[src/verilog/stepper_pkg.sv]
// constants, ratio table and off-time table for the stepper phase/current loader
package stepper_pkg;

    // ==========================================================
    // widths
    localparam int CH_N = 2;          // independent channels
    localparam int CMD_W = 4;         // bits per serial command
    localparam int CODE_W = 3;        // current-ratio code
    localparam int REF_W = 8;         // software reference level
    localparam int PM_W = 10;         // ratio in per mille
    localparam int LIM_W = REF_W + PM_W;
    localparam int OFF_W = 9;         // off-time counter
    localparam int ADDR_W = 4;        // avalon byte address
    localparam int DATA_W = 32;
    localparam int PIN_N = 9;         // synchronised pins

    // ==========================================================
    // register map (byte addresses, one word each)
    localparam logic [ADDR_W-1:0] ADDR_REF = 4'h0;
    localparam logic [ADDR_W-1:0] ADDR_STATUS = 4'h4;
    localparam logic [ADDR_W-1:0] ADDR_LIMIT_A = 4'h8;
    localparam logic [ADDR_W-1:0] ADDR_LIMIT_B = 4'hC;
    localparam logic [REF_W-1:0] REF_RESET = 8'h80;

    // status word layout
    localparam int STAT_CH_W = 4;     // {code, phase} per channel
    localparam int STAT_DIS = 8;      // serial input disabled
    localparam int STAT_TRUE = 9;     // true-phase drives, one per channel
    localparam int STAT_COMP = 11;    // complementary drives
    localparam int STAT_OFF = 13;     // off-time running

    // ==========================================================
    // ratio codes
    localparam logic [CODE_W-1:0] CODE_ZERO = 3'h0;
    localparam logic [CODE_W-1:0] CODE_FULL = 3'h7;
    localparam logic [PM_W-1:0] PM_FULL = 10'h3E8;   // 100.0 %

    // ==========================================================
    // off time, nominal, rounded up to whole cycles
    localparam int CLK_MHZ = 40;
    localparam int NS_PER_US = 1000;
    localparam int OFF_SHORT_NS = 7000;
    localparam int OFF_MID_NS = 9000;
    localparam int OFF_LONG_NS = 11000;
    localparam logic [OFF_W-1:0] OFF_SHORT_CYC =
        OFF_W'((OFF_SHORT_NS * CLK_MHZ + NS_PER_US - 1) / NS_PER_US);
    localparam logic [OFF_W-1:0] OFF_MID_CYC =
        OFF_W'((OFF_MID_NS * CLK_MHZ + NS_PER_US - 1) / NS_PER_US);
    localparam logic [OFF_W-1:0] OFF_LONG_CYC =
        OFF_W'((OFF_LONG_NS * CLK_MHZ + NS_PER_US - 1) / NS_PER_US);

    // code to current ratio in per mille, ascending
    function automatic logic [PM_W-1:0] ratio_pm(input logic [CODE_W-1:0] code);
        unique case (code)
            3'h0: ratio_pm = 10'h000;
            3'h1: ratio_pm = 10'h0C8;
            3'h2: ratio_pm = 10'h190;
            3'h3: ratio_pm = 10'h22B;
            3'h4: ratio_pm = 10'h2CA;
            3'h5: ratio_pm = 10'h33E;
            3'h6: ratio_pm = 10'h38E;
            3'h7: ratio_pm = PM_FULL;
        endcase
    endfunction

    // code to chopper off time; the zero code shares the short time
    function automatic logic [OFF_W-1:0] off_cyc(input logic [CODE_W-1:0] code);
        unique case (code)
            3'h0, 3'h1, 3'h2: off_cyc = OFF_SHORT_CYC;
            3'h3, 3'h4, 3'h5: off_cyc = OFF_MID_CYC;
            3'h6, 3'h7: off_cyc = OFF_LONG_CYC;
        endcase
    endfunction

endpackage

[src/verilog/loader_if.sv]
// interface between the top level and one channel's serial loader
`timescale 1ns/10ps
interface loader_if;
    logic shift_fall;                          // one-cycle falling shift-clock edge
    logic latch_fall;                          // one-cycle falling latch edge
    logic data;                                // synchronised serial data
    logic disabled;                            // reference/enable high
    logic phase;                               // latched phase select
    logic [stepper_pkg::CODE_W-1:0] code;      // latched ratio code

    modport loader(input shift_fall, input latch_fall, input data, input disabled,
                   output phase, output code);
    modport ctrl(output shift_fall, output latch_fall, output data, output disabled,
                 input phase, input code);
endinterface

[src/verilog/pin_sync2.sv]
// two-flop synchroniser for pins from outside the clock domain
`timescale 1ns/10ps
module pin_sync2 #(
    parameter int W = 1
) (
    input logic clk,
    input logic sys_rst,
    input logic [W-1:0] pin_in,
    output logic [W-1:0] pin_out
);
    // ==========================================================
    // state: first stage is read only by the second
    typedef struct packed {
        logic [W-1:0] s1;
        logic [W-1:0] s2;
    } sync_s;

    sync_s st;       // registered
    sync_s next_st;  // next value

    // shift the pins one stage per clock
    always_comb begin
        next_st = st;
        next_st.s1 = pin_in;
        next_st.s2 = st.s1;
    end

    // register the state
    always_ff @(posedge clk or posedge sys_rst) begin
        if (sys_rst) begin
            st <= '0;
        end else begin
            st <= next_st;
        end
    end

    assign pin_out = st.s2;
endmodule

[src/verilog/phase_ratio_loader.sv]
// four-bit serial shift register and output latch for one channel
`timescale 1ns/10ps
module phase_ratio_loader (
    input logic clk,
    input logic sys_rst,
    loader_if.loader bus
);
    // ==========================================================
    // state
    typedef struct packed {
        logic [stepper_pkg::CMD_W-1:0] shreg;   // newest bit at the top
        logic phase;                            // active phase
        logic [stepper_pkg::CODE_W-1:0] code;   // active ratio code
    } ld_s;

    ld_s st;
    ld_s next_st;

    // shift, latch and clear
    always_comb begin
        next_st = st;
        if (bus.disabled) begin
            // disable clears everything and blocks the pins
            next_st = '0;
        end else begin
            // after four shifts bit 0 is the phase, bits 3:1 the code lsb first
            if (bus.shift_fall) begin
                next_st.shreg = {bus.data, st.shreg[stepper_pkg::CMD_W-1:1]};
            end
            // a shift in the latch cycle is not seen by the latch
            if (bus.latch_fall) begin
                next_st.phase = st.shreg[0];
                next_st.code = st.shreg[stepper_pkg::CMD_W-1:1];
            end
        end
    end

    always_ff @(posedge clk or posedge sys_rst) begin
        if (sys_rst) begin
            st <= '0;
        end else begin
            st <= next_st;
        end
    end

    assign bus.phase = st.phase;
    assign bus.code = st.code;
endmodule

[src/verilog/stepper_loader_top.sv]
// two-channel serial phase/current loader with avalon-mm register access
//
// Our own choices: the Avalon-MM interface to the registers and the address map.
`timescale 1ns/10ps

// Contract
// - shift data in on falling shift edges
// - four bits: phase first, then code
// - phase high drives true, low complementary
// - code bits arrive lsb first, msb last
// - code selects ratio and chopper off time
// - falling latch edge makes shifted command active
// - serial input enabled only while enable low
// - enable high disables input, outputs off
// - while disabled, pin activity changes nothing
// - code 111 gives full-scale ratio
// - current limit tracks reference times ratio
// - disable clears shift register and latch
// - codes map to eight ascending ratios
// - channels independent, own register and latch
module stepper_loader_top (
    input logic clk,
    input logic sys_rst,
    input logic [stepper_pkg::ADDR_W-1:0] avs_address,
    input logic avs_read,
    input logic avs_write,
    input logic [stepper_pkg::DATA_W-1:0] avs_writedata,
    output logic [stepper_pkg::DATA_W-1:0] avs_readdata,
    output logic avs_waitrequest,
    input logic ref_disable,
    input logic [stepper_pkg::CH_N-1:0] ser_data,
    input logic [stepper_pkg::CH_N-1:0] shift_clk,
    input logic [stepper_pkg::CH_N-1:0] latch_pulse,
    input logic [stepper_pkg::CH_N-1:0] sense_trip,
    output logic [stepper_pkg::CH_N-1:0] drive_true,
    output logic [stepper_pkg::CH_N-1:0] drive_comp,
    output logic [stepper_pkg::LIM_W-1:0] limit_a,
    output logic [stepper_pkg::LIM_W-1:0] limit_b
);
    // ==========================================================
    // state of the top level
    typedef struct packed {
        logic ack;                                          // bus answer phase
        logic [stepper_pkg::DATA_W-1:0] rdata;              // read data register
        logic [stepper_pkg::REF_W-1:0] ref_level;           // reference level
        logic [stepper_pkg::CH_N-1:0] sclk_d;               // last shift clock level
        logic [stepper_pkg::CH_N-1:0] latch_d;              // last latch level
        logic [stepper_pkg::CH_N-1:0] trip_d;               // last trip level
        logic [stepper_pkg::CH_N-1:0] drv_true;             // true-phase drive
        logic [stepper_pkg::CH_N-1:0] drv_comp;             // complementary drive
        logic [stepper_pkg::CH_N-1:0][stepper_pkg::OFF_W-1:0] off_cnt;   // chopper off
        logic [stepper_pkg::CH_N-1:0][stepper_pkg::LIM_W-1:0] limit;     // current limit
    } top_s;

    top_s st;       // registered
    top_s next_st;  // next value

    // ==========================================================
    // pin synchronisation
    logic [stepper_pkg::PIN_N-1:0] pins_raw;   // pins as they arrive
    logic [stepper_pkg::PIN_N-1:0] pins_s;     // after two flops
    logic dis_s;                               // reference/enable above the enable band
    logic [stepper_pkg::CH_N-1:0] data_s;      // serial data
    logic [stepper_pkg::CH_N-1:0] sclk_s;      // shift clock
    logic [stepper_pkg::CH_N-1:0] latch_s;     // latch pulse
    logic [stepper_pkg::CH_N-1:0] trip_s;      // current trip from sense comparator

    // one bundle so every pin sees the same delay; data and clock stay aligned
    assign pins_raw = {sense_trip, latch_pulse, shift_clk, ser_data, ref_disable};

    pin_sync2 #(
        .W(stepper_pkg::PIN_N)
    ) u_sync (
        .clk(clk),
        .sys_rst(sys_rst),
        .pin_in(pins_raw),
        .pin_out(pins_s)
    );

    // unpack the synchronised bundle
    assign {trip_s, latch_s, sclk_s, data_s, dis_s} = pins_s;

    // ==========================================================
    // edge detection, read only from the second flop
    logic [stepper_pkg::CH_N-1:0] shift_fall;   // falling shift clock
    logic [stepper_pkg::CH_N-1:0] latch_fall;   // falling latch pulse
    logic [stepper_pkg::CH_N-1:0] trip_rise;    // start of a current trip

    assign shift_fall = st.sclk_d & ~sclk_s;
    assign latch_fall = st.latch_d & ~latch_s;
    assign trip_rise = ~st.trip_d & trip_s;

    // ==========================================================
    // channel loaders, one per channel; only the disable is shared
    logic [stepper_pkg::CH_N-1:0] ch_phase;                        // active phase
    logic [stepper_pkg::CH_N-1:0][stepper_pkg::CODE_W-1:0] ch_code; // active code

    for (genvar g = 0; g < stepper_pkg::CH_N; g++) begin : g_ch
        loader_if lif();

        // edges are gated by the enable inside the loader
        assign lif.shift_fall = shift_fall[g];
        assign lif.latch_fall = latch_fall[g];
        assign lif.data = data_s[g];
        assign lif.disabled = dis_s;

        phase_ratio_loader u_ld (
            .clk(clk),
            .sys_rst(sys_rst),
            .bus(lif.loader)
        );

        assign ch_phase[g] = lif.phase;
        assign ch_code[g] = lif.code;
    end

    // ==========================================================
    // register read mux
    function automatic logic [stepper_pkg::DATA_W-1:0] reg_read(
        input logic [stepper_pkg::ADDR_W-1:0] addr,
        input top_s s,
        input logic dis,
        input logic [stepper_pkg::CH_N-1:0] ph,
        input logic [stepper_pkg::CH_N-1:0][stepper_pkg::CODE_W-1:0] cd
    );
        logic [stepper_pkg::DATA_W-1:0] rd;
        rd = '0;
        unique case (addr)
            stepper_pkg::ADDR_REF: begin
                rd[stepper_pkg::REF_W-1:0] = s.ref_level;
            end
            stepper_pkg::ADDR_STATUS: begin
                // per channel nibble: code above phase
                for (int i = 0; i < stepper_pkg::CH_N; i++) begin
                    rd[i*stepper_pkg::STAT_CH_W +: stepper_pkg::STAT_CH_W] = {cd[i], ph[i]};
                    rd[stepper_pkg::STAT_OFF + i] = |s.off_cnt[i];
                end
                rd[stepper_pkg::STAT_DIS] = dis;
                rd[stepper_pkg::STAT_TRUE +: stepper_pkg::CH_N] = s.drv_true;
                rd[stepper_pkg::STAT_COMP +: stepper_pkg::CH_N] = s.drv_comp;
            end
            stepper_pkg::ADDR_LIMIT_A: begin
                rd[stepper_pkg::LIM_W-1:0] = s.limit[0];
            end
            stepper_pkg::ADDR_LIMIT_B: begin
                rd[stepper_pkg::LIM_W-1:0] = s.limit[1];
            end
            default: begin
                // unmapped words read as zero
                rd = '0;
            end
        endcase
        return rd;
    endfunction

    // ==========================================================
    // next-state logic
    always_comb begin
        next_st = st;

        // every access waits exactly one cycle; the answer never depends on the pins
        next_st.ack = (avs_read | avs_write) & ~st.ack;

        // read data captured in the wait cycle, held until the next read
        if (avs_read && !st.ack) begin
            next_st.rdata = reg_read(avs_address, st, dis_s, ch_phase, ch_code);
        end

        // write takes effect in the answer cycle only; other words are read-only
        if (avs_write && st.ack && avs_address == stepper_pkg::ADDR_REF) begin
            next_st.ref_level = avs_writedata[stepper_pkg::REF_W-1:0];
        end

        // pin history for edge detection
        next_st.sclk_d = sclk_s;
        next_st.latch_d = latch_s;
        next_st.trip_d = trip_s;

        for (int i = 0; i < stepper_pkg::CH_N; i++) begin
            if (dis_s) begin
                // disabled: no drive, no limit, no chopping
                next_st.off_cnt[i] = '0;
                next_st.limit[i] = '0;
                next_st.drv_true[i] = 1'b0;
                next_st.drv_comp[i] = 1'b0;
            end else begin
                // limit follows reference times ratio; the full code gives full scale
                next_st.limit[i] = stepper_pkg::LIM_W'(st.ref_level
                    * stepper_pkg::ratio_pm(ch_code[i]));

                // a trip starts the off time chosen by the active code
                if (trip_rise[i] && st.off_cnt[i] == '0) begin
                    next_st.off_cnt[i] = stepper_pkg::off_cyc(ch_code[i]);
                end else if (st.off_cnt[i] != '0) begin
                    next_st.off_cnt[i] = st.off_cnt[i] - 1'b1;
                end

                // the zero ratio leaves both drives off; chopping gates them too
                if (ch_code[i] != stepper_pkg::CODE_ZERO && st.off_cnt[i] == '0) begin
                    next_st.drv_true[i] = ch_phase[i];
                    next_st.drv_comp[i] = ~ch_phase[i];
                end else begin
                    next_st.drv_true[i] = 1'b0;
                    next_st.drv_comp[i] = 1'b0;
                end
            end
        end
    end

    // ==========================================================
    // state register; the reference level comes up mid-scale
    always_ff @(posedge clk or posedge sys_rst) begin
        if (sys_rst) begin
            st <= '0;
            st.ref_level <= stepper_pkg::REF_RESET;
        end else begin
            st <= next_st;
        end
    end

    // ==========================================================
    // outputs
    assign avs_waitrequest = (avs_read | avs_write) & ~st.ack;
    assign avs_readdata = st.rdata;
    assign drive_true = st.drv_true;
    assign drive_comp = st.drv_comp;
    assign limit_a = st.limit[0];
    assign limit_b = st.limit[1];
endmodule

[config.mk]
export PLATFORM = sky130hd
export DESIGN_NAME = stepper_loader_top
export DESIGN_NICKNAME = d
export VERILOG_FILES = /design/src/verilog/stepper_pkg.sv /design/src/verilog/loader_if.sv /design/src/verilog/pin_sync2.sv /design/src/verilog/phase_ratio_loader.sv /design/src/verilog/stepper_loader_top.sv
export SDC_FILE = /design/constraint.sdc
export NUM_CORES = 1
export LEC_CHECK = 0
export BUFFER_PORTS_ARGS = -buffer_cell sky130_fd_sc_hd__buf_2
export CORE_MARGIN = 2
export CORE_UTILIZATION = 31
export DETAILED_ROUTE_END_ITERATION = 12
export PLACE_DENSITY = 0.52
export SLEW_MARGIN = 20
export SYNTH_ARGS = -nofsm -noshare
export SYNTH_HDL_FRONTEND = slang
export SYNTH_SLANG_ARGS = --single-unit
[constraint.sdc]
create_clock -name clk -period 6.1 [get_ports clk]
set_input_delay 0.915 -clock clk [delete_from_list [all_inputs] [get_ports clk]]
set_output_delay 0.915 -clock clk [all_outputs]
set_load 0.005 [all_outputs]
## After elaboration in Yosys (flattened, before gate mapping)

Memories as Yosys holds them, arrays and structs flattened.
Cells that the tools add are included.

| operators by class | value |
|---|---|
| $mul | 2 |
| reductions and logical operators | 23 |
| add/subtract/negate cells | 2 |
| mux-type cells | 27 |
| equality and inequality tests | 3 |
| bitwise gates (word level) | 11 |

Operators with widths:

| cell | number |
|---|---|
| 9-bit two-way mux | 6 |
| 8-bit by 10-bit multiplier with 18-bit output | 2 |
| 18-bit two-way mux | 2 |
| 8-bit case mux with 4 select lines | 1 |
| 7-bit case mux with 3 select lines | 1 |
| 10-bit two-way mux | 2 |
| 9-bit logical NOT | 2 |
| 9-bit nonzero test | 2 |
| 9-bit OR reduction | 2 |
| 9-bit by 1-bit subtractor with 9-bit output (second input constant) | 2 |
| 4-bit two-way mux | 4 |
| 8-bit two-way mux | 2 |
| 3-bit nonzero test | 4 |
| 4-bit == test (second input constant) | 2 |
| 1-bit two-way mux | 8 |
| 2-bit nonzero test | 4 |
| 1-bit logical AND | 7 |
| 2-bit bitwise AND | 3 |
| 2-bit inverter | 3 |
| 3-bit case mux with 2 select lines | 1 |
| 4-bit by 3-bit == test with 1-bit output (second input constant) | 1 |
| 4-bit logical NOT | 1 |
| 1-bit inverter | 3 |
| 1-bit bitwise AND | 1 |
| other kinds (2) | 2 |

| word-level totals | value |
|---|---|
| memory bits (read-only) | 224 |
| output and inout bits | 73 |
| register bits | 125 |
| memories kept | 4 |
| word-level logic and storage cells | 92 |
| bits of input ports | 49 |

Memories:

| name | depth | bits a word | read ports | clocked after memory_dff | write ports | line | RTL |
|---|---|---|---|---|---|---|---|
| (no name shown) | 8 | 10 | 1 | 0 | 0 | stepper_pkg.sv:54 | `unique case (code)` |
| (no name shown) | 8 | 10 | 1 | 0 | 0 | stepper_pkg.sv:54 |  |
| (no name shown) | 8 | 4 | 1 | 0 | 0 | stepper_pkg.sv:68 | `unique case (code)` |
| (no name shown) | 8 | 4 | 1 | 0 | 0 | stepper_pkg.sv:68 |  |

## Depth between registers and ports, before layout

| depth | value |
|---|---|
| depth after elaboration | 5 |
| gate-level depth with buffers | 20 |

## Cells and area by module

From an unflattened synthesis, not the netlist that was laid out.

| second synthesis, totals | value |
|---|---|
| cell total of the unflattened synthesis | 1134 |
| area, all modules | 11048.1 sq um |

Modules (own cells, without submodules):

| module | cells each | instances | seq. area each (sq um) | area each (sq um) |
|---|---|---|---|---|
| stepper_loader_top | 1053 | 1 | 2278.4 | 9893.2 |
| phase_ratio_loader | 31 | 2 | 200.2 | 350.3 |
| pin_sync2 | 19 | 1 | 450.4 | 454.2 |

## Least setup slack after synthesis

Ideal clock, no wire load.

| timing path | value |
|---|---|
| kind | reg2reg |
| from | register g_ch[1].u_ld.st, in the netlist g_ch[1].u_ld.bus.code[0] |
| to | register st, in the netlist limit_b[17] |
| setup time | 0.125 ns |
| path buffers | 0 |
| data arrival time | 5.076 ns |
| cell stages (with the launch flop) | 19 |
| slack | 0.900 ns |
| cells stage by stage | dfrtp_1 > ha_1 > nor2b_1 > a21oi_1 > nand2b_1 > fa_1 > fa_1 > inv_1 > fa_1 > inv_1 > fa_1 > inv_1 > ha_1 > o21ai_0 > o21bai_1 > a21oi_1 > o221ai_1 > a211oi_1 > mux2_2 |

RTL lines:

| what | line | RTL |
|---|---|---|
| from (decl) | phase_ratio_loader.sv:16 | `ld_s st;` |
| from (signal assigned) | phase_ratio_loader.sv:42 | `st <= next_st;` |
| to (signal assigned) | stepper_loader_top.sv:217 | `st <= next_st;` |
| to (decl) | stepper_loader_top.sv:55 | `top_s st;` |

==> qor.txt <==
status -> complete, no violations
sw power -> 0.8298 mW
most used cell, CP -> fa_1
Layout area overhead -> 10.29%
total power -> 2.541 mW
global route overflow -> 0
Post-CTS Hold Buffers -> 0
setup_tns -> 0 ns
Longest Clk Path Bufs -> 2
Worst Clk Skew -> 0.009788 ns
Final Hold Viols -> 0
delay-heaviest family, CP -> adder cells
final instance area -> 12080 um2
Finished Layout Cells -> 1620
routed wire length -> 26760 um
placer congestion estimate -> 0.7928
Nets -> 1387
Root Buffer Master -> clkbuf_16
CTS tree -> built
die height -> 192.0 um
most common cell after layout, fill and taps aside -> inv_1
most frequent cells in the layout -> inv_1, dfrtp_1, fa_1
Die X-Extent -> 192.0 um
CTS buffer count -> 17
post-route minimum period -> 5.695 ns
IR drop worst, VDD -> 0.1923 mV
first-pass GRT wire length -> 43170 um
number of max-cap violations -> 0
Cell variety after synth -> 54
fin. max-slew vios -> 0
largest net degree at the start of global routing -> 72
critical path, cell by cell -> inv_1, ha_1, nand2_1, o21ai_1, and2_1, fa_1, fa_1, fa_1, inv_1, fa_1, inv_1, ha_1, a21oi_1, o22ai_1, nor3_1, a31oi_1, a221oi_1, mux2_2
critical path class -> reg -> reg
Post-Synthesis Cells -> 1120
number of flops mapped to enable cells by yosys -> 0
layout cells sized above 1 -> 0.1571
Final setup viols -> 0
core area -> 34710 um2
Yosys reg bits -> 125
TritonCTS Sinks -> 125
Rows -> 68
Buf/Inv on CP -> 3
fin util -> 0.3480
Syn Std Cell Area -> 10950 um2
Avg WL per Cell -> 16.52 um
antenna violations before repair -> 2
Synth Flop Type -> dfrtp_1
endpoint class of the critical path -> flop
clk_lat worst skew -> 0.43 ns
I/O Buffers -> 83
Int Pwr -> 1.711 mW
hold_ws -> 0.3444 ns
Filler cells -> 3554
IO Count -> 122
register share of total power -> 0.403
dpl cell area -> 11530 um2
register area share after synthesis -> 0.2857
final worst-path setup slack -> 0.4055 ns
CP Launch Type -> flop
Sw Ratio -> 0.3266
RSZ-0062 raised after global routing -> no
HPWL after DPL -> 20510 um
dpl ws -> 0.2696 ns
GRT Overall Usage -> 0.1536
PwrDens -> 210.3 nW/um2
DRT iter0 DRCs -> 344
TritonRoute pass-1 iters -> 4
Min-Delay Path Class -> reg -> reg
starting density of the core -> 0.3156
Die ar. -> 36860 um2
Syn Area/Cell -> 9.781 um2
placed insts -> 1588
Slew HR -> 0.3586
clock power share -> 0.377
DR vias/cell -> 4.660
Comb pwr share -> 0.219
n_diodes -> 0
clk slew on worst S/H paths -> 0.06 ns
max incr delay on CP -> 0.52 ns
slew at the pin closest to its max-slew limit -> 0.9620 ns
CP Data Arrival Time -> 6.00 ns
Synth async-reset ratio -> 1.000
H-tree depth -> 4
Achievable Freq -> 0.1756 GHz
routed vias -> 7550
drc violations -> 0
post-route antenna net violation count -> 0
CP required -> 6.40 ns
period utilization -> 0.9335
critical path fanouts, max -> 10
Leakage Power -> 6.150 nW
vias in the first global route -> 7801
yosys warns -> 0
slowest cell on the critical path -> dfrtp_1
## sequential cells by signal (all words and copies together), names as in the netlist
| register | count |
|---|---|
| u_sync.next_st | 9 |
| st | 33 |
| g_ch.u_ld.st | 8 |
| avs_readdata | 18 |
| drive_comp | 2 |
| g_ch.u_ld.bus.phase | 2 |
| limit_b | 18 |
| drive_true | 2 |
| g_ch.u_ld.bus.code | 6 |
| limit_a | 18 |
| u_sync.pin_out | 9 |
## path summary, 6_finish.rpt
check / depth (start not counted) / end / start / slack [ns]
max: 18 / limit_a[16]$_DFF_PP0_ / g_ch[0].u_ld.bus.code[1]$_DFFE_PP0P_ / 0.41
min: 0 / u_sync.pin_out[4]$_DFF_PP0_ / u_sync.next_st[4]$_DFF_PP0_ / 0.34
max reg2reg: 18 / limit_a[16]$_DFF_PP0_ / g_ch[0].u_ld.bus.code[1]$_DFFE_PP0P_ / 0.41
min reg2reg: 0 / u_sync.pin_out[4]$_DFF_PP0_ / u_sync.next_st[4]$_DFF_PP0_ / 0.34
max in group asynchronous: 3 / st[40]$_DFFE_PP0P_ / sys_rst / 4.32
min in group asynchronous: 2 / st[45]$_DFFE_PP0P_ / sys_rst / 0.60
## kinds of logic after synthesis
| family | count (synthesis) | synth area share |
|---|---|---|
| buffers and inverters | 252 | 0.1113 |
| AOI/OAI and AO/OA | 130 | 0.07561 |
| other | 1 | 0.0003423 |
| adders and majority gates | 186 | 0.2782 |
| muxes | 45 | 0.05220 |
| and+or+nand+nor | 354 | 0.1751 |
| xor gates and xnor gates | 27 | 0.02159 |
| DFF | 125 | 0.2857 |
## synthesized netlist by cell type, drive strengths merged, types with 2 or more instances
library cell    n  area share
a211oi         15       0.011
a21o            6      0.0041
a21oi          30       0.014
a221oi          4      0.0032
a22o            8      0.0064
a22oi           6      0.0046
a31oi           4      0.0023
a32oi           3      0.0024
and2           57       0.033
and3           19       0.011
buf            78       0.052
clkbuf         36       0.012
dfrtp         124        0.28
fa             96        0.18
ha             90        0.10
inv           138       0.047
mux2           17       0.017
mux2i          20       0.018
mux4            8       0.016
nand2          46       0.016
nand2b         15      0.0086
nand3           9      0.0041
nand3b          3      0.0021
nand4           7      0.0040
nor2           81       0.028
nor2b          88       0.050
nor3           13      0.0059
nor3b           5      0.0034
nor4b           3      0.0035
o21a            2      0.0014
o21ai          40       0.018
o21bai          6      0.0041
o31ai           2      0.0014
or2             2      0.0011
or4             2      0.0014
xnor2          17       0.014
xor2           10      0.0080
## layer usage
| metal | wire (um) | global-route usage | vias up |
|---|---|---|---|
| met1 | 12770 | 0.2090 | 3748 |
| met5 | 13 | 0 | - |
| met3 | 1543 | 0.04148 | 37 |
| met2 | 11970 | 0.2403 | 164 |
| li1 | - | - | 3599 |
| met4 | 471 | 0.04257 | 2 |
## power by group through the flow
stage	registers [mW]	logic, mW	clock network (mW)
after CTS	1.02	0.562	0.987
after floorplan	0.974	0.466	0
after detailed placement	1.04	0.557	0
final	1.03	0.557	0.959
after global placement	1.03	0.553	0
after global routing	1.04	0.632	1.02
## area by class of cell
cell class                 count  area [um2]  area share
multi-input combinational    756        6655      0.5508
sequential                   125        3131      0.2591
timing repair buffer         114       648.1     0.05365
tap                          455       569.3     0.04712
inverter                     138       523.0     0.04329
clock buffer                  20       466.7     0.03863
clock inverter                12       88.84    0.007353
## repair_timing
item | in CTS | in global routing
resized for setup | 0 | 1
setup buffers | 0 | 0
setup endpoints to repair | 0 | 1
(Power assumes the default switching activity.)
